--- src/ams_pkg.sv ---
// shared constants for the converter scan and buffer sequencer
package ams_pkg;
    localparam logic [7:0] ADDR_CON1 = 8'h00;
    localparam logic [7:0] ADDR_CON2 = 8'h04;
    localparam logic [7:0] ADDR_CHS = 8'h08;
    localparam logic [7:0] ADDR_SCAN = 8'h0C;
    localparam logic [7:0] ADDR_FLAG = 8'h10;
    localparam logic [7:0] ADDR_BUF = 8'h40;
    // control register one fields
    localparam int CON1_ON = 15;
    localparam int CON1_AUTO = 2;
    localparam int CON1_ACQ = 1;
    // control register two fields
    localparam int CON2_ALT = 0;
    localparam int CON2_SPLIT = 1;
    localparam int CON2_CONVERSIONS_PER_IRQ_LO = 2;
    localparam int CON2_HALF = 7;
    // channel select fields
    localparam int CHS_A_POS_LO = 16;
    localparam int CHS_A_NEG = 23;
    localparam int CHS_B_POS_LO = 24;
    localparam int CHS_B_NEG = 31;
    localparam logic [3:0] HALF_BASE = 4'h8;
    localparam logic [3:0] LOW_BASE = 4'h0;
    localparam int CONV_CYCLES = 12;
    typedef enum logic [2:0] {
        AMS_IDLE = 3'b001,
        AMS_SAMPLE = 3'b010,
        AMS_CONVERT = 3'b100
    } ams_state_e;
endpackage : ams_pkg

--- src/ams_seq.sv ---
// converter input sequencer, result buffer fill and samples-per-irq logic
//
// The register offsets and the APB interface to the registers were chosen for this implementation.
`timescale 1ns/10ps
module ams_seq #(
    parameter int RES_W = 10
) (
    input wire logic pclk,
    input wire logic presetn,
    input wire logic psel,
    input wire logic penable,
    input wire logic pwrite,
    input wire logic [7:0] paddr,
    input wire logic [31:0] pwdata,
    output logic [31:0] prdata,
    output logic pready,
    output logic pslverr,
    input wire logic conv_done,
    input wire logic [RES_W-1:0] conv_result,
    output logic sample_hold,
    output logic conv_start,
    output logic [3:0] pos_input,
    output logic neg_is_input,
    output logic conversion_irq_flag
);
    logic [31:0] control_register_one;
    logic [7:0] control_register_two;
    logic [31:0] channel_select_register;
    logic [15:0] scan_list_register;
    ams_pkg::ams_state_e state;
    logic use_b;
    logic [3:0] scan_ptr;
    logic scan_first;
    logic [3:0] wr_ptr;
    logic [3:0] smp_cnt;
    logic active_half_flag;
    logic acq_hold;
    logic [RES_W-1:0] mem_rdata;
    logic rd_pend;
    logic [3:0] next_scan;

    // decode
    wire acc = psel && penable;
    wire wr = acc && pwrite;
    wire is_buf = paddr[7:6] == ams_pkg::ADDR_BUF[7:6];
    wire mapped = is_buf || paddr == ams_pkg::ADDR_CON1
        || paddr == ams_pkg::ADDR_CON2 || paddr == ams_pkg::ADDR_CHS
        || paddr == ams_pkg::ADDR_SCAN || paddr == ams_pkg::ADDR_FLAG;
    wire module_on = control_register_one[ams_pkg::CON1_ON];
    wire auto_acquire = control_register_one[ams_pkg::CON1_AUTO];
    wire acquire_request = control_register_one[ams_pkg::CON1_ACQ];
    wire alt_mux_enable = control_register_two[ams_pkg::CON2_ALT];
    wire split_buffer_mode = control_register_two[ams_pkg::CON2_SPLIT];
    wire [3:0] conversions_per_irq =
        control_register_two[ams_pkg::CON2_CONVERSIONS_PER_IRQ_LO +: 4];
    wire scan_enable = scan_list_register != 16'h0000 &&
        control_register_two[ams_pkg::CON2_HALF - 1];
    wire [3:0] mux_a_pos_select =
        channel_select_register[ams_pkg::CHS_A_POS_LO +: 4];
    wire mux_a_neg_select = channel_select_register[ams_pkg::CHS_A_NEG];
    wire [3:0] mux_b_pos_select =
        channel_select_register[ams_pkg::CHS_B_POS_LO +: 4];
    wire mux_b_neg_select = channel_select_register[ams_pkg::CHS_B_NEG];
    // mux B only when alternating
    wire sel_b = alt_mux_enable && use_b;
    wire [3:0] a_pos = scan_enable ? scan_ptr : mux_a_pos_select;
    wire [3:0] next_pos = sel_b ? mux_b_pos_select : a_pos;
    wire next_neg = sel_b ? mux_b_neg_select : mux_a_neg_select;
    wire wr_con1 = wr && paddr == ams_pkg::ADDR_CON1;
    wire wr_con2 = wr && paddr == ams_pkg::ADDR_CON2;
    wire on_rise = wr_con1 && pwdata[ams_pkg::CON1_ON] && !module_on;
    wire alt_rise = wr_con2 && pwdata[ams_pkg::CON2_ALT] && !alt_mux_enable;
    wire restart = on_rise || alt_rise;
    wire done = state == ams_pkg::AMS_CONVERT && conv_done && module_on;
    wire irq_hit = done && smp_cnt == conversions_per_irq;
    // clearing acquire_request ends sampling
    wire manual_end = wr_con1 && !pwdata[ams_pkg::CON1_ACQ] && acq_hold;
    wire [3:0] base = active_half_flag ? ams_pkg::HALF_BASE
        : ams_pkg::LOW_BASE;
    wire [3:0] lin_next = wr_ptr + 4'h1;
    // stay inside active half when split
    wire [3:0] split_next = {wr_ptr[3], lin_next[2:0]};
    wire [3:0] adv_ptr = split_buffer_mode ? split_next : lin_next;
    wire [31:0] reg_rd =
        paddr == ams_pkg::ADDR_CON1 ? control_register_one :
        paddr == ams_pkg::ADDR_CON2 ? {24'h000000,
            active_half_flag, control_register_two[6:0]} :
        paddr == ams_pkg::ADDR_CHS ? channel_select_register :
        paddr == ams_pkg::ADDR_SCAN ? {16'h0000, scan_list_register} :
        paddr == ams_pkg::ADDR_FLAG ? {31'h00000000, conversion_irq_flag} :
        32'h00000000;

    ams_scan_ptr u_scan (
        .list(scan_list_register),
        .cur(scan_ptr),
        .first(scan_first),
        .next(next_scan)
    );

    ams_result_mem #(.WIDTH(RES_W), .DEPTH(16)) u_mem (
        .pclk(pclk),
        .we(done),
        .waddr(wr_ptr),
        .wdata(conv_result),
        .raddr(paddr[5:2]),
        .rdata(mem_rdata)
    );

    // apb: register reads answer one cycle, buffer reads two
    always_ff @(posedge pclk or negedge presetn) begin
        if (!presetn) begin
            pready <= 1'b0;
            pslverr <= 1'b0;
            prdata <= 32'h00000000;
            rd_pend <= 1'b0;
        end else begin
            pready <= 1'b0;
            pslverr <= 1'b0;
            if (psel && !penable) begin
                rd_pend <= !pwrite && is_buf;
                pready <= !(!pwrite && is_buf);
                pslverr <= !mapped;
                prdata <= pwrite ? 32'h00000000 : reg_rd;
            end else if (rd_pend) begin
                rd_pend <= 1'b0;
                pready <= 1'b1;
                prdata <= {{(32 - RES_W){1'b0}}, mem_rdata};
            end
        end
    end

    // software registers; hardware set of flag beats the clear
    always_ff @(posedge pclk or negedge presetn) begin
        if (!presetn) begin
            control_register_one <= 32'h00000000;
            control_register_two <= 8'h00;
            channel_select_register <= 32'h00000000;
            scan_list_register <= 16'h0000;
            conversion_irq_flag <= 1'b0;
        end else begin
            if (wr_con1) begin
                control_register_one <= pwdata;
            end
            if (wr_con2) begin
                control_register_two <= pwdata[7:0];
            end
            if (wr && paddr == ams_pkg::ADDR_CHS) begin
                channel_select_register <= pwdata;
            end
            if (wr && paddr == ams_pkg::ADDR_SCAN) begin
                scan_list_register <= pwdata[15:0];
            end
            if (irq_hit) begin
                conversion_irq_flag <= 1'b1;
            end else if (wr && paddr == ams_pkg::ADDR_FLAG
                    && !pwdata[0]) begin
                conversion_irq_flag <= 1'b0;
            end
        end
    end

    // sample / convert sequencing
    always_ff @(posedge pclk or negedge presetn) begin
        if (!presetn) begin
            state <= ams_pkg::AMS_IDLE;
            sample_hold <= 1'b0;
            conv_start <= 1'b0;
            acq_hold <= 1'b0;
            pos_input <= 4'h0;
            neg_is_input <= 1'b0;
        end else begin
            conv_start <= 1'b0;
            pos_input <= next_pos;
            neg_is_input <= next_neg;
            unique case (state)
                ams_pkg::AMS_IDLE: begin
                    // start on software request or automatically
                    if (module_on && (auto_acquire ||
                            (wr_con1 && pwdata[ams_pkg::CON1_ACQ]))) begin
                        state <= ams_pkg::AMS_SAMPLE;
                        sample_hold <= 1'b1;
                        acq_hold <= !auto_acquire;
                    end
                end
                ams_pkg::AMS_SAMPLE: begin
                    // auto mode converts at once; manual waits for clear
                    if (!module_on) begin
                        state <= ams_pkg::AMS_IDLE;
                        sample_hold <= 1'b0;
                    end else if (!acq_hold || manual_end) begin
                        state <= ams_pkg::AMS_CONVERT;
                        sample_hold <= 1'b0;
                        conv_start <= 1'b1;
                        acq_hold <= 1'b0;
                    end
                end
                ams_pkg::AMS_CONVERT: begin
                    if (!module_on || done) begin
                        // no restart unless auto_acquire
                        state <= ams_pkg::AMS_IDLE;
                    end
                end
                default: begin
                    state <= ams_pkg::AMS_IDLE;
                end
            endcase
        end
    end

    // mux phase, scan pointer, buffer pointer and half tracking
    always_ff @(posedge pclk or negedge presetn) begin
        if (!presetn) begin
            use_b <= 1'b0;
            scan_ptr <= 4'h0;
            scan_first <= 1'b1;
            wr_ptr <= 4'h0;
            smp_cnt <= 4'h0;
            active_half_flag <= 1'b0;
        end else if (restart) begin
            use_b <= 1'b0;
            scan_first <= 1'b1;
            scan_ptr <= 4'h0;
            wr_ptr <= ams_pkg::LOW_BASE;
            smp_cnt <= 4'h0;
            active_half_flag <= 1'b0;
        end else begin
            if (scan_first && scan_enable) begin
                scan_ptr <= next_scan; // seed at lowest entry
                scan_first <= 1'b0;
            end else if (done && scan_enable && !sel_b) begin
                scan_ptr <= next_scan;
            end
            // a conversion is never lost to the seeding cycle
            if (done) begin
                use_b <= alt_mux_enable && !use_b;
                if (irq_hit) begin
                    smp_cnt <= 4'h0;
                    if (split_buffer_mode) begin
                        active_half_flag <= !active_half_flag;
                        wr_ptr <= active_half_flag ? ams_pkg::LOW_BASE
                            : ams_pkg::HALF_BASE;
                    end else begin
                        wr_ptr <= ams_pkg::LOW_BASE;
                    end
                end else begin
                    smp_cnt <= smp_cnt + 4'h1;
                    wr_ptr <= adv_ptr;
                end
            end
        end
    end

    a_first_a: assert property (
        @(posedge pclk) disable iff (!presetn)
        restart |=> !use_b)
        else $error("phase not reset to mux A");
    alt_swap_a: assert property (
        @(posedge pclk) disable iff (!presetn)
        done && alt_mux_enable && !restart |=> use_b != $past(use_b))
        else $error("no mux swap");
    no_alt_a: assert property (
        @(posedge pclk) disable iff (!presetn)
        !alt_mux_enable |=> pos_input == $past(a_pos)
        && neg_is_input == $past(mux_a_neg_select))
        else $error("mux B without alt");
    b_field_a: assert property (
        @(posedge pclk) disable iff (!presetn)
        sel_b |=> pos_input == $past(mux_b_pos_select))
        else $error("mux B input wrong");
    a_field_a: assert property (
        @(posedge pclk) disable iff (!presetn)
        !sel_b && !scan_enable |=> pos_input == $past(mux_a_pos_select))
        else $error("mux A input wrong");
    scan_pos_a: assert property (
        @(posedge pclk) disable iff (!presetn)
        !sel_b && scan_enable |=> pos_input == $past(scan_ptr))
        else $error("scan input wrong");
    neg_a_ref_a: assert property (
        @(posedge pclk) disable iff (!presetn)
        !sel_b && !mux_a_neg_select |=> !neg_is_input)
        else $error("mux A negative not reference");
    neg_b_ref_a: assert property (
        @(posedge pclk) disable iff (!presetn)
        sel_b && !mux_b_neg_select |=> !neg_is_input)
        else $error("mux B negative not reference");
    irq_set_a: assert property (
        @(posedge pclk) disable iff (!presetn)
        irq_hit |=> conversion_irq_flag)
        else $error("flag missed");
    half_go_a: assert property (
        @(posedge pclk) disable iff (!presetn)
        irq_hit && split_buffer_mode && !active_half_flag && !restart
        |=> wr_ptr == ams_pkg::HALF_BASE)
        else $error("no upper half");
    half_back_a: assert property (
        @(posedge pclk) disable iff (!presetn)
        irq_hit && split_buffer_mode && active_half_flag && !restart
        |=> wr_ptr == ams_pkg::LOW_BASE && !active_half_flag)
        else $error("no lower half");
    half_base_a: assert property (
        @(posedge pclk) disable iff (!presetn)
        irq_hit && split_buffer_mode && !restart
        |=> wr_ptr == base && active_half_flag != $past(active_half_flag))
        else $error("half flag and pointer disagree");
    lin_step_a: assert property (
        @(posedge pclk) disable iff (!presetn)
        done && !split_buffer_mode && !irq_hit && !restart
        |=> wr_ptr == $past(wr_ptr) + 4'h1)
        else $error("buffer pointer skipped");
    half_keep_a: assert property (
        @(posedge pclk) disable iff (!presetn)
        done && split_buffer_mode && !irq_hit && !restart
        |=> wr_ptr[3] == $past(wr_ptr[3]))
        else $error("left active half");
    start_req_a: assert property (
        @(posedge pclk) disable iff (!presetn)
        state == ams_pkg::AMS_IDLE && module_on && wr_con1
        && pwdata[ams_pkg::CON1_ACQ] |=> sample_hold)
        else $error("request did not start sampling");
    end_conv_a: assert property (
        @(posedge pclk) disable iff (!presetn)
        state == ams_pkg::AMS_SAMPLE && module_on && manual_end
        |=> conv_start && !sample_hold)
        else $error("clear did not start conversion");
    no_auto_a: assert property (
        @(posedge pclk) disable iff (!presetn)
        state == ams_pkg::AMS_CONVERT && done && !auto_acquire
        |=> state == ams_pkg::AMS_IDLE ##1
        (state == ams_pkg::AMS_IDLE || $past(wr_con1)))
        else $error("auto restart");
endmodule : ams_seq

--- src/ams_result_mem.sv ---
// sixteen-word result memory with registered read data
`timescale 1ns/10ps
module ams_result_mem #(
    parameter int WIDTH = 10,
    parameter int DEPTH = 16
) (
    input wire logic pclk,
    input wire logic we,
    input wire logic [$clog2(DEPTH)-1:0] waddr,
    input wire logic [WIDTH-1:0] wdata,
    input wire logic [$clog2(DEPTH)-1:0] raddr,
    output logic [WIDTH-1:0] rdata
);
    logic [WIDTH-1:0] mem [DEPTH];

    always_ff @(posedge pclk) begin
        if (we) begin
            mem[waddr] <= wdata;
        end
        rdata <= mem[raddr];
    end
endmodule : ams_result_mem

--- src/ams_scan_ptr.sv ---
// scan-list pointer: next enabled entry above current, wrapping to lowest
`timescale 1ns/10ps
module ams_scan_ptr (
    input wire logic [15:0] list,
    input wire logic [3:0] cur,
    input wire logic first,
    output logic [3:0] next
);
    always_comb begin
        logic found;
        found = 1'b0;
        next = cur;
        // lowest enabled entry first, used on wrap or restart
        for (int i = 15; i >= 0; i--) begin
            if (list[i]) begin
                next = 4'(i);
            end
        end
        if (!first) begin
            for (int i = 0; i < 16; i++) begin
                if (!found && list[i] && 4'(i) > cur) begin
                    next = 4'(i);
                    found = 1'b1;
                end
            end
        end
    end
endmodule : ams_scan_ptr

--- config.mk ---
export PLATFORM = sky130hd
export DESIGN_NAME = ams_seq
export DESIGN_NICKNAME = d
export VERILOG_FILES = /design/src/ams_pkg.sv /design/src/ams_seq.sv /design/src/ams_result_mem.sv /design/src/ams_scan_ptr.sv
export SDC_FILE = /design/constraint.sdc
export NUM_CORES = 1
export LEC_CHECK = 0
export ABC_AREA = 1
export BUFFER_PORTS_ARGS = -buffer_cell sky130_fd_sc_hd__buf_2
export CAP_MARGIN = 10
export CORE_ASPECT_RATIO = 0.8
export CORE_MARGIN = 4
export CORE_UTILIZATION = 37
export CTS_CLUSTER_DIAMETER = 30
export CTS_CLUSTER_SIZE = 10
export DETAILED_ROUTE_END_ITERATION = 16
export PLACE_DENSITY = 0.63
export SYNTH_ARGS = -nofsm -noshare
export SYNTH_HDL_FRONTEND = slang
export SYNTH_SLANG_ARGS = --single-unit
--- constraint.sdc ---
create_clock -name pclk -period 2.75 [get_ports pclk]
set_input_delay 0 -clock pclk [delete_from_list [all_inputs] [get_ports pclk]]
set_output_delay 0 -clock pclk [all_outputs]
set_load 0.02 [all_outputs]
# Yosys cells after proc, flatten, opt, wreduce, memory -nomap -nowiden
# Memory sizes are Yosys's and may differ from the RTL's. A register that Yosys moved wholly into a read port is not among the register bits.
# Cells that the tools add are included.
op_classes:
  addsub: 2
  mux: 117
  n_lt_le_gt_ge: 16
  n_reduce_logical: 110
  n_eq_ne: 15
op_table:
  columns: ["operator", "n"]
  rows:
  - ["32-bit two-way mux", 6]
  - ["4-bit two-way mux", 47]
  - ["1-bit logical AND", 58]
  - ["1-bit two-way mux", 56]
  - ["4-bit > comparator (first input constant)", 8]
  - ["1-bit logical NOT", 28]
  - ["8-bit by 4-bit equality test with 1-bit output (second input constant)", 2]
  - ["3-bit by 4-bit > comparator with 1-bit output (first input constant)", 4]
  - ["16-bit two-way mux", 1]
  - ["16-bit nonzero test", 1]
  - ["2-bit nonzero test", 7]
  - ["3-bit two-way mux", 4]
  - ["1-bit logical OR", 9]
  - ["3-bit one-hot mux with 3 select lines", 1]
  - ["3-bit AND reduction", 3]
  - ["4-bit by 1-bit adder with 4-bit output (second input constant)", 2]
  - ["8-bit by 3-bit equality test with 1-bit output (second input constant)", 1]
  - ["8-bit by 5-bit equality test with 1-bit output (second input constant)", 1]
  - ["1-bit by 4-bit > comparator with 1-bit output (first input constant)", 2]
  - ["2-bit by 4-bit > comparator with 1-bit output (first input constant)", 2]
  - ["8-bit logical NOT", 1]
  - ["2-bit inequality test (second input constant)", 3]
  - ["4-bit equality test", 1]
  - ["1-bit one-hot mux with 2 select lines", 2]
  - ["other kinds (10)", 10]
totals:
  output_inout_bits: 42
  mem_count: 1
  word_cells: 283
  in_bits: 56
  reg_bits: 149
  ramBits: 160
mem_list:
  columns: ["memory", "depth", "word_bits", "read_ports", "rd_clocked_by_memory_dff", "wr", "line_no", "rtl"]
  rows:
  - ["u_mem.mem", 16, 10, 1, 1, 1, "ams_result_mem.sv:14", "logic [WIDTH-1:0] mem [DEPTH];"]

# Logic depth before layout (Yosys ltp)
# Gate-level depths: netlist of the first run.
logic_depth:
  ltp_word: 82
  ltp_mapped: 29
  depth_no_buf: 29

# Hierarchy
# A second synthesis of the first run with hierarchy kept.
unflattened:
  cells_unflattened: 1660
  area_unflattened_um2: 14928.1
by_module_without_submodules:
  columns: ["module", "area_per_inst_um2", "cells_per_inst", "n_inst"]
  rows:
  - ["ams_result_mem", 7180.6, 684, 1]
  - ["ams_seq", 6937.9, 815, 1]
  - ["ams_scan_ptr", 809.5, 161, 1]

# Worst setup path after synthesis of the first run
# OpenSTA, ideal clock, no wires.
synth_timing:
  kind: "register -> register"
  from: "register scan_ptr[3]"
  to: "register scan_ptr[3]"
  t_required_ns: 2.623
  arrival_time_ns: 2.217
  n_path_buf: 0
  setup_time_ns: 0.127
  setup_slack_ns: 0.406
  path_stages_with_launch: 21
  period_less_slack_ns: 2.344
  cell_sequence: "dfrtp_1 > nor2_2 > nand3_1 > nand3_2 > o21bai_4 > nor2_2 > nand2_2 > nor2_2 > nor2_2 > nand2_2 > nand2_2 > nor2_4 > nand2_2 > nor2_4 > inv_2 > nor2_4 > nor2_1 > and3_1 > nand3_1 > o211ai_1 > o21ai_1"
synth_between:
  elab_chain_cells: 82
synth_rtl:
  columns: ["element", "line_no", "rtl"]
  rows:
  - ["start, declared", "ams_seq.sv:32", "logic [3:0] scan_ptr;"]
  - ["start signal, assigned", "ams_seq.sv:228", "scan_ptr <= next_scan;"]
  - ["start signal, assigned", "ams_seq.sv:231", "scan_ptr <= next_scan;"]
  - ["1-bit by 4-bit > comparator with 1-bit output", "ams_scan_ptr.sv:21", "if (!found && list[i] && 4'(i) > cur) begin"]
  - ["1-bit logical AND", "ams_scan_ptr.sv:21", null]
  - ["1-bit two-way mux", "ams_scan_ptr.sv:21", null]
  - ["1-bit two-way mux", "ams_scan_ptr.sv:19", "if (!first) begin"]
  - ["1-bit logical NOT", "ams_scan_ptr.sv:21", null]
  - ["1-bit logical AND (2 in series)", "ams_scan_ptr.sv:21", null]
  - ["1-bit two-way mux", "ams_scan_ptr.sv:21", null]
  - ["1-bit two-way mux", "ams_scan_ptr.sv:19", null]
  - ["[64 not listed]", null, null]
  - ["1-bit two-way mux", "ams_scan_ptr.sv:19", null]
  - ["1-bit logical NOT", "ams_scan_ptr.sv:21", null]
  - ["1-bit logical AND (2 in series)", "ams_scan_ptr.sv:21", null]
  - ["4-bit two-way mux", "ams_scan_ptr.sv:21", null]
  - ["4-bit two-way mux (*)", "ams_scan_ptr.sv:19", null]
  - ["4-bit two-way mux", "ams_seq.sv:230", "end else if (done && scan_enable && !sel_b) begin"]
  - ["4-bit two-way mux (*)", "ams_seq.sv:227", "if (scan_first && scan_enable) begin"]
  - ["4-bit two-way mux (*)", "ams_seq.sv:219", "end else if (restart) begin"]
# Mark *: on every way between the ends. The rest lies on a longest branch, timed or not. The select of a mux whose other input is x is not followed.
# A chain may end at the register's enable or synchronous reset.

# Final worst setup path of the first run
layout_timing:
  from: "register scan_ptr[1]"
  to: "register scan_ptr[3]"
layout_between:
  elab_chain_cells: 82
layout_rtl:
  columns: ["element", "line_no"]
  rows:
  - ["1-bit by 4-bit > comparator with 1-bit output", "ams_scan_ptr.sv:21"]
  - ["1-bit logical AND", "ams_scan_ptr.sv:21"]
  - ["1-bit two-way mux", "ams_scan_ptr.sv:21"]
  - ["1-bit two-way mux", "ams_scan_ptr.sv:19"]
  - ["1-bit logical NOT", "ams_scan_ptr.sv:21"]
  - ["1-bit logical AND (2 in series)", "ams_scan_ptr.sv:21"]
  - ["1-bit two-way mux", "ams_scan_ptr.sv:21"]
  - ["1-bit two-way mux", "ams_scan_ptr.sv:19"]
  - ["[64 not listed]", null]
  - ["1-bit two-way mux", "ams_scan_ptr.sv:19"]
  - ["1-bit logical NOT", "ams_scan_ptr.sv:21"]
  - ["1-bit logical AND (2 in series)", "ams_scan_ptr.sv:21"]
  - ["4-bit two-way mux (*)", "ams_scan_ptr.sv:21"]
  - ["4-bit two-way mux (*)", "ams_scan_ptr.sv:19"]
  - ["4-bit two-way mux", "ams_seq.sv:230"]
  - ["4-bit two-way mux (*)", "ams_seq.sv:227"]
  - ["4-bit two-way mux (*)", "ams_seq.sv:219"]
# Marked as above.

==> metrics.md, run 1 <==
| Metric | Value |
|---|---|
| Outcome | complete, no violations |
| Max Slew Vio Count | 0 |
| Dpl hpwl | 25000 um |
| Antenna Violating Nets Remaining | 0 |
| Synth warn | 0 |
| Post-synthesis compound-gate area fraction | 0.147 |
| Initial drt markers | 1069 |
| Sequential-to-total area share from yosys stat | 0.655 |
| Post-synth top cells | nand2_1, o21ai_0, edfxtp_1 |
| Clock Skews | 0.0374 ns |
| Worst-path maximum fanout | 6 |
| Fraction of registers with async set or reset after synthesis | 0.467 |
| DP Worst Slack | 0.0944 ns |
| Cell count after synthesis | 1281 |
| First-pass GRT wire length | 59800 um |
| DRC viols | 0 |
| Mapped Nets | 1342 |
| Largest net degree at the start of global routing | 65 |
| LEAKAGE | 7.32 nW |
| Final setup violation count | 0 |
| Clock root buffer | clkbuf_16 |
| Drt wl/cell | 19.3 um |
| Post-synthesis mux area share | 0 |
| Syn_area_per_cell | 10.4 um^2 |
| Least-Margin Pin Slew | 0.808 ns |
| Die Height | 178 um |
| Fin. Hold Viols | 0 |
| Relative slew slack | 0.461 |
| Placeable Area | 35200 um^2 |
| Switching power | 3.77 mW |
| Via count | 10500 |
| Placed Cells | 1834 |
| Most used DFF post-synth | edfxtp_1 |
| Via/cell ratio | 5.25 |
| Register bit total from synthesis | 319 |
| I/O Pins | 98 |
| Main combinational cell family by area after synthesis | compound AO/OA/AOI/OAI gates |
| Synth Area in XOR/XNOR | 0.00197 |
| Critical path required time | 3.16 ns |
| Ratio of cells with drive above 1 in the final layout | 0.184 |
| Final setup margin | 0.180 ns |
| Logic gate share of total power | 0.102 |
| Startpoint Class | register |
| Num rows | 61 |
| Clock Power Share | 0.532 |
| Yosys cell types | 40 |
| All-Layer GR Usage | 0.198 |
| Skew-Pair Late Insertion Delay | 0.56 ns |
| Deepest clock path buffer count | 3 |
| Fin crit period | 2.57 ns |
| Die area | 39200 um^2 |
| Number of synthesized flops with an enable pin | 160 |
| TritonRoute pass-1 iters | 6 |
| DIE WIDTH | 220 um |
| Max Freq | 389 MHz |
| Count leader, synth | nand2_1 |
| PwrDens | 860 nW/um^2 |
| Placer congestion estimate | 0.922 |
| Reg clk slew, reported paths | 0.04 ns |
| Critical path class | register to register |
| Post-synth top area share | 0.360 |
| Max_cap viols | 0 |
| Final worst path period share | 0.935 |
| Hold Crit Class | primary input to asynchronous set/reset pin |
| Total Wirelength | 38800 um |
| CTS buffer count | 67 |
| Final core area utilization | 0.494 |
| Reg2Reg Depth | 20 |
| Final nets | 1543 |
| Post-Synth Simple-Gate Area | 0.143 |
| Design Power | 15.0 mW |
| Worst EP arrival | 2.98 ns |
| Starting Density | 0.379 |
| Clock sink total | 319 |
| CTS tree | built |
| Initial antenna violation count | 0 |
| Leading post-synthesis cells by cell area | edfxtp_1, dfrtp_1, nand2_1 |
| Synth Area in Adders | 0.00469 |
| Max IR drop VDD | 0.441 mV |
| Int Power | 11.2 mW |
| Post-synth top area cell | edfxtp_1 |
| Vias in the first global route | 10400 |
| Setup TNS | 0 ns |
| Syn Std Cell Area | 13300 um^2 |
| Port-buffer cells | 97 |
| Flop pwr share | 0.365 |
| H-tree depth | 3 |
| Post-Layout Cell Count | 2007 |
| CP endpoint kind | register |
| Switching power share of the total | 0.252 |
| N_diodes | 0 |
| GRT overflow | 0 |
| Layout area overhead | 30.3% |
-- cell families after synthesis --
family | Yosys count
xor gates and xnor gates | 3
AOI/OAI and AO/OA | 332
adders and majority gates | 5
and+or+nand+nor | 452
buffers and inverters | 170
DFF | 319
-- registers in the layout, summed over array words and instances, names as in the netlist, 7 cells and up --
name and count:
channel_select_register 32, control_register_two 7, prdata 32, control_register_one 32
u_mem.mem 160, u_mem.rdata 10, scan_list_register 16
-- cell type report --
type	instances	area, um^2
fill	3111	17800
inverter	115	432
multi-input combinational	792	4000
clock buffer	94	1950
clock inverter	28	325
timing repair buffer	187	1340
tap	472	591
sequential	319	8740
-- what timing repair did --
| action | 4_1_cts | 5_1_grt |
|---|---|---|
| setup buffers | 0 | 1 |
| hold buffers | 50 | 0 |
| endpoints found under the setup margin | 0 | 4 |
| gates resized for setup | 0 | 8 |
| hold endpoints to repair | 394 | 0 |
-- worst paths after layout --
path | startpoint | end | slack [ns]
max in group asynchronous | presetn | control_register_one[5] | 1.87
hold reg to reg | control_register_one[16] | control_register_one[16] | 0.48
min in group pclk | psel | pslverr | 0.03
setup reg to reg | scan_ptr[1] | scan_ptr[3] | 0.18
hold / removal | presetn | channel_select_register[11] | 0.02
setup / recovery | scan_ptr[1] | scan_ptr[3] | 0.18
-- through the flow --
| step | hold slack (ns) | cell area (um^2) |
|---|---|---|
| 2_1_floorplan | -0.296 | 13300 |
| 6_report | 0.0221 | 17400 |
| 5_1_grt | 0.0304 | 17400 |
| 3_3_place_gp | 0.0301 | 14600 |
| 3_5_place_dp | 0.0327 | 14600 |
| 4_1_cts | 0.0163 | 17400 |
-- worst max-delay path, stage by stage (launching register included) --
cell and delay (ns):
dfrtp_2 0.45, nor2_2 0.23, nand3_2 0.14, nand3_2 0.08, o21bai_4 0.12, nor2_2 0.06, nand2_2 0.08, nor2_2 0.05
nor2_2 0.13, nand2_2 0.09, nand2_2 0.10, nor2_4 0.05, nand2_2 0.08, nor2_4 0.04, nand2_1 0.08, clkinv_1 0.09
nor2_2 0.14, and3_1 0.16, nand3_1 0.08, o211ai_1 0.10, o21ai_1 0.09
-- per-layer routing --
| metal | vias up | GRT usage | wire length, um |
|---|---|---|---|
| met4 | 0 | 0.0719 | 1070 |
| li1 | 4886 | - | - |
| met5 | - | 0 | 0 |
| met3 | 75 | 0.0409 | 3300 |
| met2 | 458 | 0.288 | 17100 |
| met1 | 5113 | 0.292 | 17400 |
-- cells in the final DEF, fill, tap and decap left out, types with 3 or more instances in the layout --
master and instances:
a21oi_1 38, a221oi_1 6, a22oi_1 72, a31oi_1 4, buf_12 4, buf_2 96, buf_4 36, bufinv_16 5
clkbuf_1 13, clkbuf_16 70, clkbuf_8 11, clkinv_2 9, clkinv_4 3, clkinvlp_4 5, dfrtp_1 144, dfrtp_2 3
dfxtp_1 10, dlygate4sd3_1 50, edfxtp_1 160, ha_1 5, inv_1 109, inv_2 5, inv_6 3, nand2_1 277
nand2_2 5, nand3_1 50, nand3_2 3, nand4_1 11, nor2_1 61, nor2_2 10, nor2_4 4, nor3_1 20
nor4_1 4, o211ai_1 23, o21ai_0 173, o21ai_1 6, xor2_1 3
-- power groups by stage --
stage | Clock, mW | Sequential [mW] | Combinational (mW)
floorplan | 0 | 5.54 | 0.829
global placement | 0 | 5.51 | 1.42
detailed placement | 0 | 5.52 | 1.43
CTS | 8.05 | 5.44 | 1.50
global route | 8.33 | 5.48 | 1.72
finish | 7.96 | 5.46 | 1.53
Note: power is estimated with default switching activity, not from simulation.
==> run 2: changes to the inputs <==
- clock period: 2.75 -> 3 ns (I/O delays scaled with it)
==> run 2 against run 1 <==
Compared with the run above: largest cell class unchanged; clock power fell by 3.5%; final cell count is 0.30% higher; hold slack improved by 0.014 ns.
==> metrics.md, run 2 (synthesized netlist as in run 1, its figures left out) <==
| Metric | Value |
|---|---|
| Outcome | complete, no violations (unchanged) |
| DP Worst Slack | 0.374 ns (was 0.0944 ns) |
| Crit-path cells | nor2_1, nand3_2, nand3_2, o21bai_4, nor2_2, nand2_2, nor2_2, nor2_2, nand2_2, nand2_2, nor2_4, nand2_2, nor2_4, inv_2, nor2_4, nor2_1, and3_1, nand3_1, o211ai_1, o21ai_1 (was nor2_2, nand3_2, nand3_2, o21bai_4, nor2_2, nand2_2, nor2_2, nor2_2, nand2_2, nand2_2, nor2_4, nand2_2, nor2_4, nand2_1, clkinv_1, nor2_2, and3_1, nand3_1, o211ai_1, o21ai_1) |
| Max Freq | 375 MHz (was 389 MHz) |
| Routed length on met2 | 16800 um (was 17100 um) |
| DP Area | 14500 um^2 (was 14600 um^2) |
| LEAKAGE | 7.37 nW (was 7.32 nW) |
| Critical path class | register to register (unchanged) |
| Final instance area | 17400 um^2 (about the same) |
| DRC viols | 0 (unchanged) |
| Largest net degree at the start of global routing | 87 (was 65) |
| Total Wirelength | 38300 um (was 38800 um) |
| Length of routed met3 wiring | 2700 um (was 3300 um) |
| Design Power | 14.0 mW (was 15.0 mW) |
| Via count | 10500 (about the same) |
| CTS buffer count | 72 (was 67) |
| Port-buffer cells | 97 (unchanged) |
| Dpl hpwl | 24600 um (was 25000 um) |
| CP max stage cell | dfrtp_1 (was dfrtp_2) |
| Final setup margin | 0.335 ns (was 0.180 ns) |
| Hold Crit Class | primary input to register (was primary input to asynchronous set/reset pin) |
| Final core area utilization | 0.495 (was 0.494) |
| PwrDens | 805 nW/um^2 (was 860 nW/um^2) |
| Max Slew Vio Count | 0 (unchanged) |
| Reg clk slew, reported paths | 0.04 ns (about the same) |
| Critical path required time | 3.43 ns (was 3.16 ns) |
| Final setup violation count | 0 (unchanged) |
| N_diodes | 0 (unchanged) |
| Fin. Hold Viols | 0 (unchanged) |
| Antenna Violating Nets Remaining | 0 (unchanged) |
| Cell repeated most along the worst path | nand2_2 (was nor2_2) |
| Switching power share of the total | 0.258 (was 0.252) |
| Relative slew slack | 0.331 (was 0.461) |
| Startpoint Class | register (unchanged) |
| Starting Density | 0.379 (unchanged) |
| Die area | 39200 um^2 (unchanged) |
| Clock sink total | 319 (unchanged) |
| Placeable Area | 35200 um^2 (unchanged) |
| DIE WIDTH | 220 um (unchanged) |
| Final nets | 1544 (was 1543) |
| Int Power | 10.4 mW (was 11.2 mW) |
| Layout area overhead | 30.7% (was 30.3%) |
| Post-Layout Cell Count | 2013 (was 2007) |
| Fin Hold WS | 0.0364 ns (was 0.0221 ns) |
| Most common cell after layout, fill and taps aside | nand2_1 (unchanged) |
| All-Layer GR Usage | 0.196 (was 0.198) |
| Placed Cells | 1831 (was 1834) |
| TritonRoute pass-1 iters | 5 (was 6) |
| Deepest clock path buffer count | 3 (unchanged) |
| Clock root buffer | clkbuf_16 (unchanged) |
| Max incr delay on CP | 0.43 ns (was 0.45 ns) |
| Biggest register | u_mem.mem (unchanged) |
| Most frequent cells in the layout | nand2_1, o21ai_0, edfxtp_1 (unchanged) |
| CP endpoint kind | register (unchanged) |
| Flop pwr share | 0.356 (was 0.365) |
| Via/cell ratio | 5.20 (was 5.25) |
| Fin crit period | 2.66 ns (was 2.57 ns) |
| Die Height | 178 um (unchanged) |
| Top layer in use | met4 (unchanged) |
| Drt wl/cell | 19.0 um (was 19.3 um) |
| First-pass GRT wire length | 59500 um (was 59800 um) |
| H-tree depth | 3 (unchanged) |
| Max_cap viols | 0 (unchanged) |
| GRT overflow | 0 (unchanged) |
| Switching power | 3.62 mW (was 3.77 mW) |
| Final worst path period share | 0.888 (was 0.935) |
| RSZ-0062 raised after global routing | no |
| Initial drt markers | 931 (was 1069) |
| Clock Skews | 0.0284 ns (was 0.0374 ns) |
| Initial antenna violation count | 0 (unchanged) |
| Setup TNS | 0 ns (unchanged) |
| Vias in the first global route | 10500 (was 10400) |
| CTS tree | built (unchanged) |
| Largest register FFs | 160 (unchanged) |
| Worst EP arrival | 3.09 ns (was 2.98 ns) |
| Least-Margin Pin Slew | 1.00 ns (was 0.808 ns) |
| Ratio of cells with drive above 1 in the final layout | 0.183 (was 0.184) |
| Placer congestion estimate | 0.913 (was 0.922) |
| Logic gate share of total power | 0.097 (was 0.102) |
| Worst-path maximum fanout | 7 (was 6) |
| Skew-Pair Late Insertion Delay | 0.57 ns (was 0.56 ns) |
| Wire length on met1 | 17500 um (was 17400 um) |
| Clock Power Share | 0.547 (was 0.532) |
| Num rows | 61 (unchanged) |
| I/O Pins | 98 (unchanged) |
| Max IR drop VDD | 0.488 mV (was 0.441 mV) |
## run 2: cell count changes in the layout (fill, tap and decap cells not counted), sizes merged
cell and delta:
clkinv +7, inv +7, buf -4, clkbuf -4
## run 2: worst max-delay path: cells and delay by family (launching register included)
family / cells / cell delay (ns)
AO/OA/AOI/OAI: 3 / 0.28
buffers and inverters: 1 / 0.11
flip-flops: 1 / 0.43
AND/OR/NAND/NOR: 16 / 1.71
## run 2: cell type report
class                           count  area, um^2
Tap cell                          472         591
Inverter                          115         432
Fill cell                        3103       17800
Sequential cell                   319        8740
Multi-Input combinational cell    792        3980
Timing Repair Buffer              183        1270
Clock inverter                     42         425
Clock buffer                       90        1990
## run 2: final timing paths
check,end,slack [ns],start,cells past startpoint
min in group asynchronous,control_register_one[13],0.09,presetn,2
hold / removal,pslverr,0.04,psel,6
max in group asynchronous,scan_first,2.04,presetn,3
setup reg to reg,scan_ptr[3],0.34,scan_ptr[1],20
setup / recovery,scan_ptr[3],0.34,scan_ptr[1],20
hold reg to reg,control_register_one[17],0.48,control_register_one[17],2
## run 2: timing repair
item                      in CTS  in global routing
hold endpoints to repair     352                  0
hold buffers                  50                  0
resized for setup              0                  0
buffers inserted               0                  0
## run 2: power groups by stage
stage / sequential, mW / clock [mW] / combinational, mW
after floorplan: 5.08 / 0 / 0.760
after global placement: 5.06 / 0 / 1.28
after detailed placement: 5.07 / 0 / 1.29
after CTS: 5.00 / 7.76 / 1.35
after global routing: 5.02 / 8.01 / 1.53
final: 5.00 / 7.68 / 1.36
## run 2: per-layer routing
layer,up-vias,global-route usage
met5,-,0
met1,5090,0.285
met2,401,0.286
met4,0,0.0793
li1,4895,-
met3,72,0.0431
==> run 3: changes to the inputs <==
- clock period: 3 -> 3.15 ns (I/O delays scaled with it)
==> run 3 against run 2 <==
Compared with the run above: clock power fell by 7.9%; count of clock-buffer cells in the layout shrank 9; critical path depth unchanged; hold slack worse by 0.0083 ns; critical endpoint unchanged.
==> metrics.md, run 3 (synthesized netlist as in run 1, its figures left out) <==
| Metric | Value |
|---|---|
| Outcome | complete, no violations (unchanged) |
| Dpl hpwl | 24700 um (was 24600 um) |
| Reg clk slew, reported paths | 0.04 ns (about the same) |
| Design Power | 13.1 mW (was 14.0 mW) |
| Total Wirelength | 38200 um (was 38300 um) |
| Max Slew Vio Count | 0 (unchanged) |
| Die area | 39200 um^2 (unchanged) |
| Port-buffer cells | 97 (unchanged) |
| Ratio of cells with drive above 1 in the final layout | 0.179 (was 0.183) |
| Final setup violation count | 0 (unchanged) |
| DIE WIDTH | 220 um (unchanged) |
| Fin. Hold Viols | 0 (unchanged) |
| CTS tree | built (unchanged) |
| First-pass GRT wire length | 59500 um (about the same) |
| Crit-path cells | nor2_1, nand3_2, nand3_2, o21bai_4, nor2_2, nand2_2, nor2_2, nor2_2, nand2_2, nand2_2, nor2_4, nand2_2, nor2_4, inv_2, nor2_4, nor2_1, and3_1, nand3_1, o211ai_1, o21ai_1 (unchanged) |
| Cell repeated most along the worst path | nand2_2 (unchanged) |
| CP max stage cell | dfrtp_1 (unchanged) |
| Deepest clock path buffer count | 3 (unchanged) |
| Antenna Violating Nets Remaining | 0 (unchanged) |
| Placed Cells | 1834 (was 1831) |
| Via count | 10500 (about the same) |
| Fin crit period | 2.74 ns (was 2.66 ns) |
| RR Startpoint | scan_ptr[1] (unchanged) |
| All-Layer GR Usage | 0.196 (about the same) |
| Max Freq | 365 MHz (was 375 MHz) |
| Initial drt markers | 945 (was 931) |
| Placer congestion estimate | 0.908 (was 0.913) |
| Initial antenna violation count | 1 (was 0) |
| Max IR drop VDD | 0.428 mV (was 0.488 mV) |
| Clock sink total | 319 (unchanged) |
| Biggest register | u_mem.mem (unchanged) |
| Cts repair resizes | 0 (unchanged) |
| Setup TNS | 0 ns (unchanged) |
| DRC viols | 0 (unchanged) |
| RSZ-0062 raised after global routing | no (unchanged) |
| Largest net degree at the start of global routing | 71 (was 87) |
| LEAKAGE | 7.32 nW (was 7.37 nW) |
| Max_cap viols | 0 (unchanged) |
| Num rows | 61 (unchanged) |
| Layout area overhead | 30.2% (was 30.7%) |
| Final nets | 1542 (was 1544) |
| Fin Hold WS | 0.0281 ns (was 0.0364 ns) |
| Final setup margin | 0.407 ns (was 0.335 ns) |
| Most frequent cells in the layout | nand2_1, o21ai_0, edfxtp_1 (unchanged) |
| Post-Layout Cell Count | 2006 (was 2013) |
| Worst-path maximum fanout | 7 (unchanged) |
| Die Height | 178 um (unchanged) |
| CP endpoint kind | register (unchanged) |
| Startpoint Class | register (unchanged) |
| Worst EP arrival | 3.16 ns (was 3.09 ns) |
| Most common cell after layout, fill and taps aside | nand2_1 (unchanged) |
| Hold Crit Class | primary input to asynchronous set/reset pin (was primary input to register) |
| Final worst path period share | 0.871 (was 0.888) |
| Vias in the first global route | 10400 (was 10500) |
| CTS buffer count | 66 (was 72) |
| Least-Margin Pin Slew | 1.00 ns (about the same) |
| Via/cell ratio | 5.23 (was 5.20) |
| TritonRoute pass-1 iters | 5 (unchanged) |
| Drt wl/cell | 19.0 um (about the same) |
| DP Worst Slack | 0.485 ns (was 0.374 ns) |
| Skew-Pair Late Insertion Delay | 0.56 ns (was 0.57 ns) |
| Clock Skews | 0.0273 ns (was 0.0284 ns) |
| Relative slew slack | 0.332 (was 0.331) |
| Clock root buffer | clkbuf_16 (unchanged) |
| Largest register FFs | 160 (unchanged) |
| Max incr delay on CP | 0.44 ns (was 0.43 ns) |
| H-tree depth | 3 (unchanged) |
| Starting Density | 0.379 (unchanged) |
| Fillers | 3112 (was 3103) |
| Critical path required time | 3.57 ns (was 3.43 ns) |
| Placeable Area | 35200 um^2 (unchanged) |
| Start point of the critical path | scan_ptr[1] (unchanged) |
| GRT overflow | 0 (unchanged) |
| I/O Pins | 98 (unchanged) |
| PwrDens | 756 nW/um^2 (was 805 nW/um^2) |
| Critical path class | register to register (unchanged) |
-- run 3: routing by layer --
layer / GRT usage / share of wire / vias to the layer above
met5: 0 / 0 / -
met4: 0.0696 / 0.030 / 0
met2: 0.284 / 0.44 / 429
met1: 0.289 / 0.45 / 5088
met3: 0.0448 / 0.081 / 74
li1: - / - / 4891
-- run 3: through the flow --
| stage | utilization | cell area (um^2) |
|---|---|---|
| detailed placement | 0.413 | 14500 |
| global placement | 0.413 | 14500 |
| CTS | 0.494 | 17400 |
| floorplan | - | 13300 |
| finish | 0.494 | 17400 |
| global route | 0.494 | 17400 |
-- run 3: repair_timing --
item	in CTS	in global routing
buffers inserted	0	0
hold buffers	51	0
endpoints found under the hold margin	362	0
-- run 3: final cells by class --
class                      instances  area [um^2]  area share
clock inverter                    39          531      0.0305
timing repair buffer             187         1310      0.0753
sequential                       319         8740       0.503
inverter                         115          432      0.0249
tap                              472          591      0.0340
multi-input combinational        792         3980       0.229
antenna                            1         2.50    0.000144
clock buffer                      81         1790       0.103
-- run 3: power breakdown --
group / total, mW / switching [mW] / leakage [nW] / internal, mW
Combinational: 1.30 / 0.881 / 2.71 / 0.421
Clock: 7.07 / 2.33 / 1.12 / 4.74
Sequential: 4.76 / 0.173 / 3.49 / 4.59
-- run 3: worst max-delay path, delay by kind of cell (launching register included) --
family                 cells  cell delay [ns]
AO/OA/AOI/OAI              3             0.30
buffers and inverters      1             0.11
flip-flops                 1             0.44
AND/OR/NAND/NOR           16             1.75
-- run 3: final timing paths --
kind	slack, ns	to	cells past startpoint
setup / recovery	0.41	scan_ptr[3]	20
hold / removal	0.03	channel_select_register[13]	2
setup reg to reg	0.41	scan_ptr[3]	20
hold reg to reg	0.47	control_register_one[21]	2
max in group asynchronous	2.32	scan_first	3
min in group pclk	0.04	pslverr	6
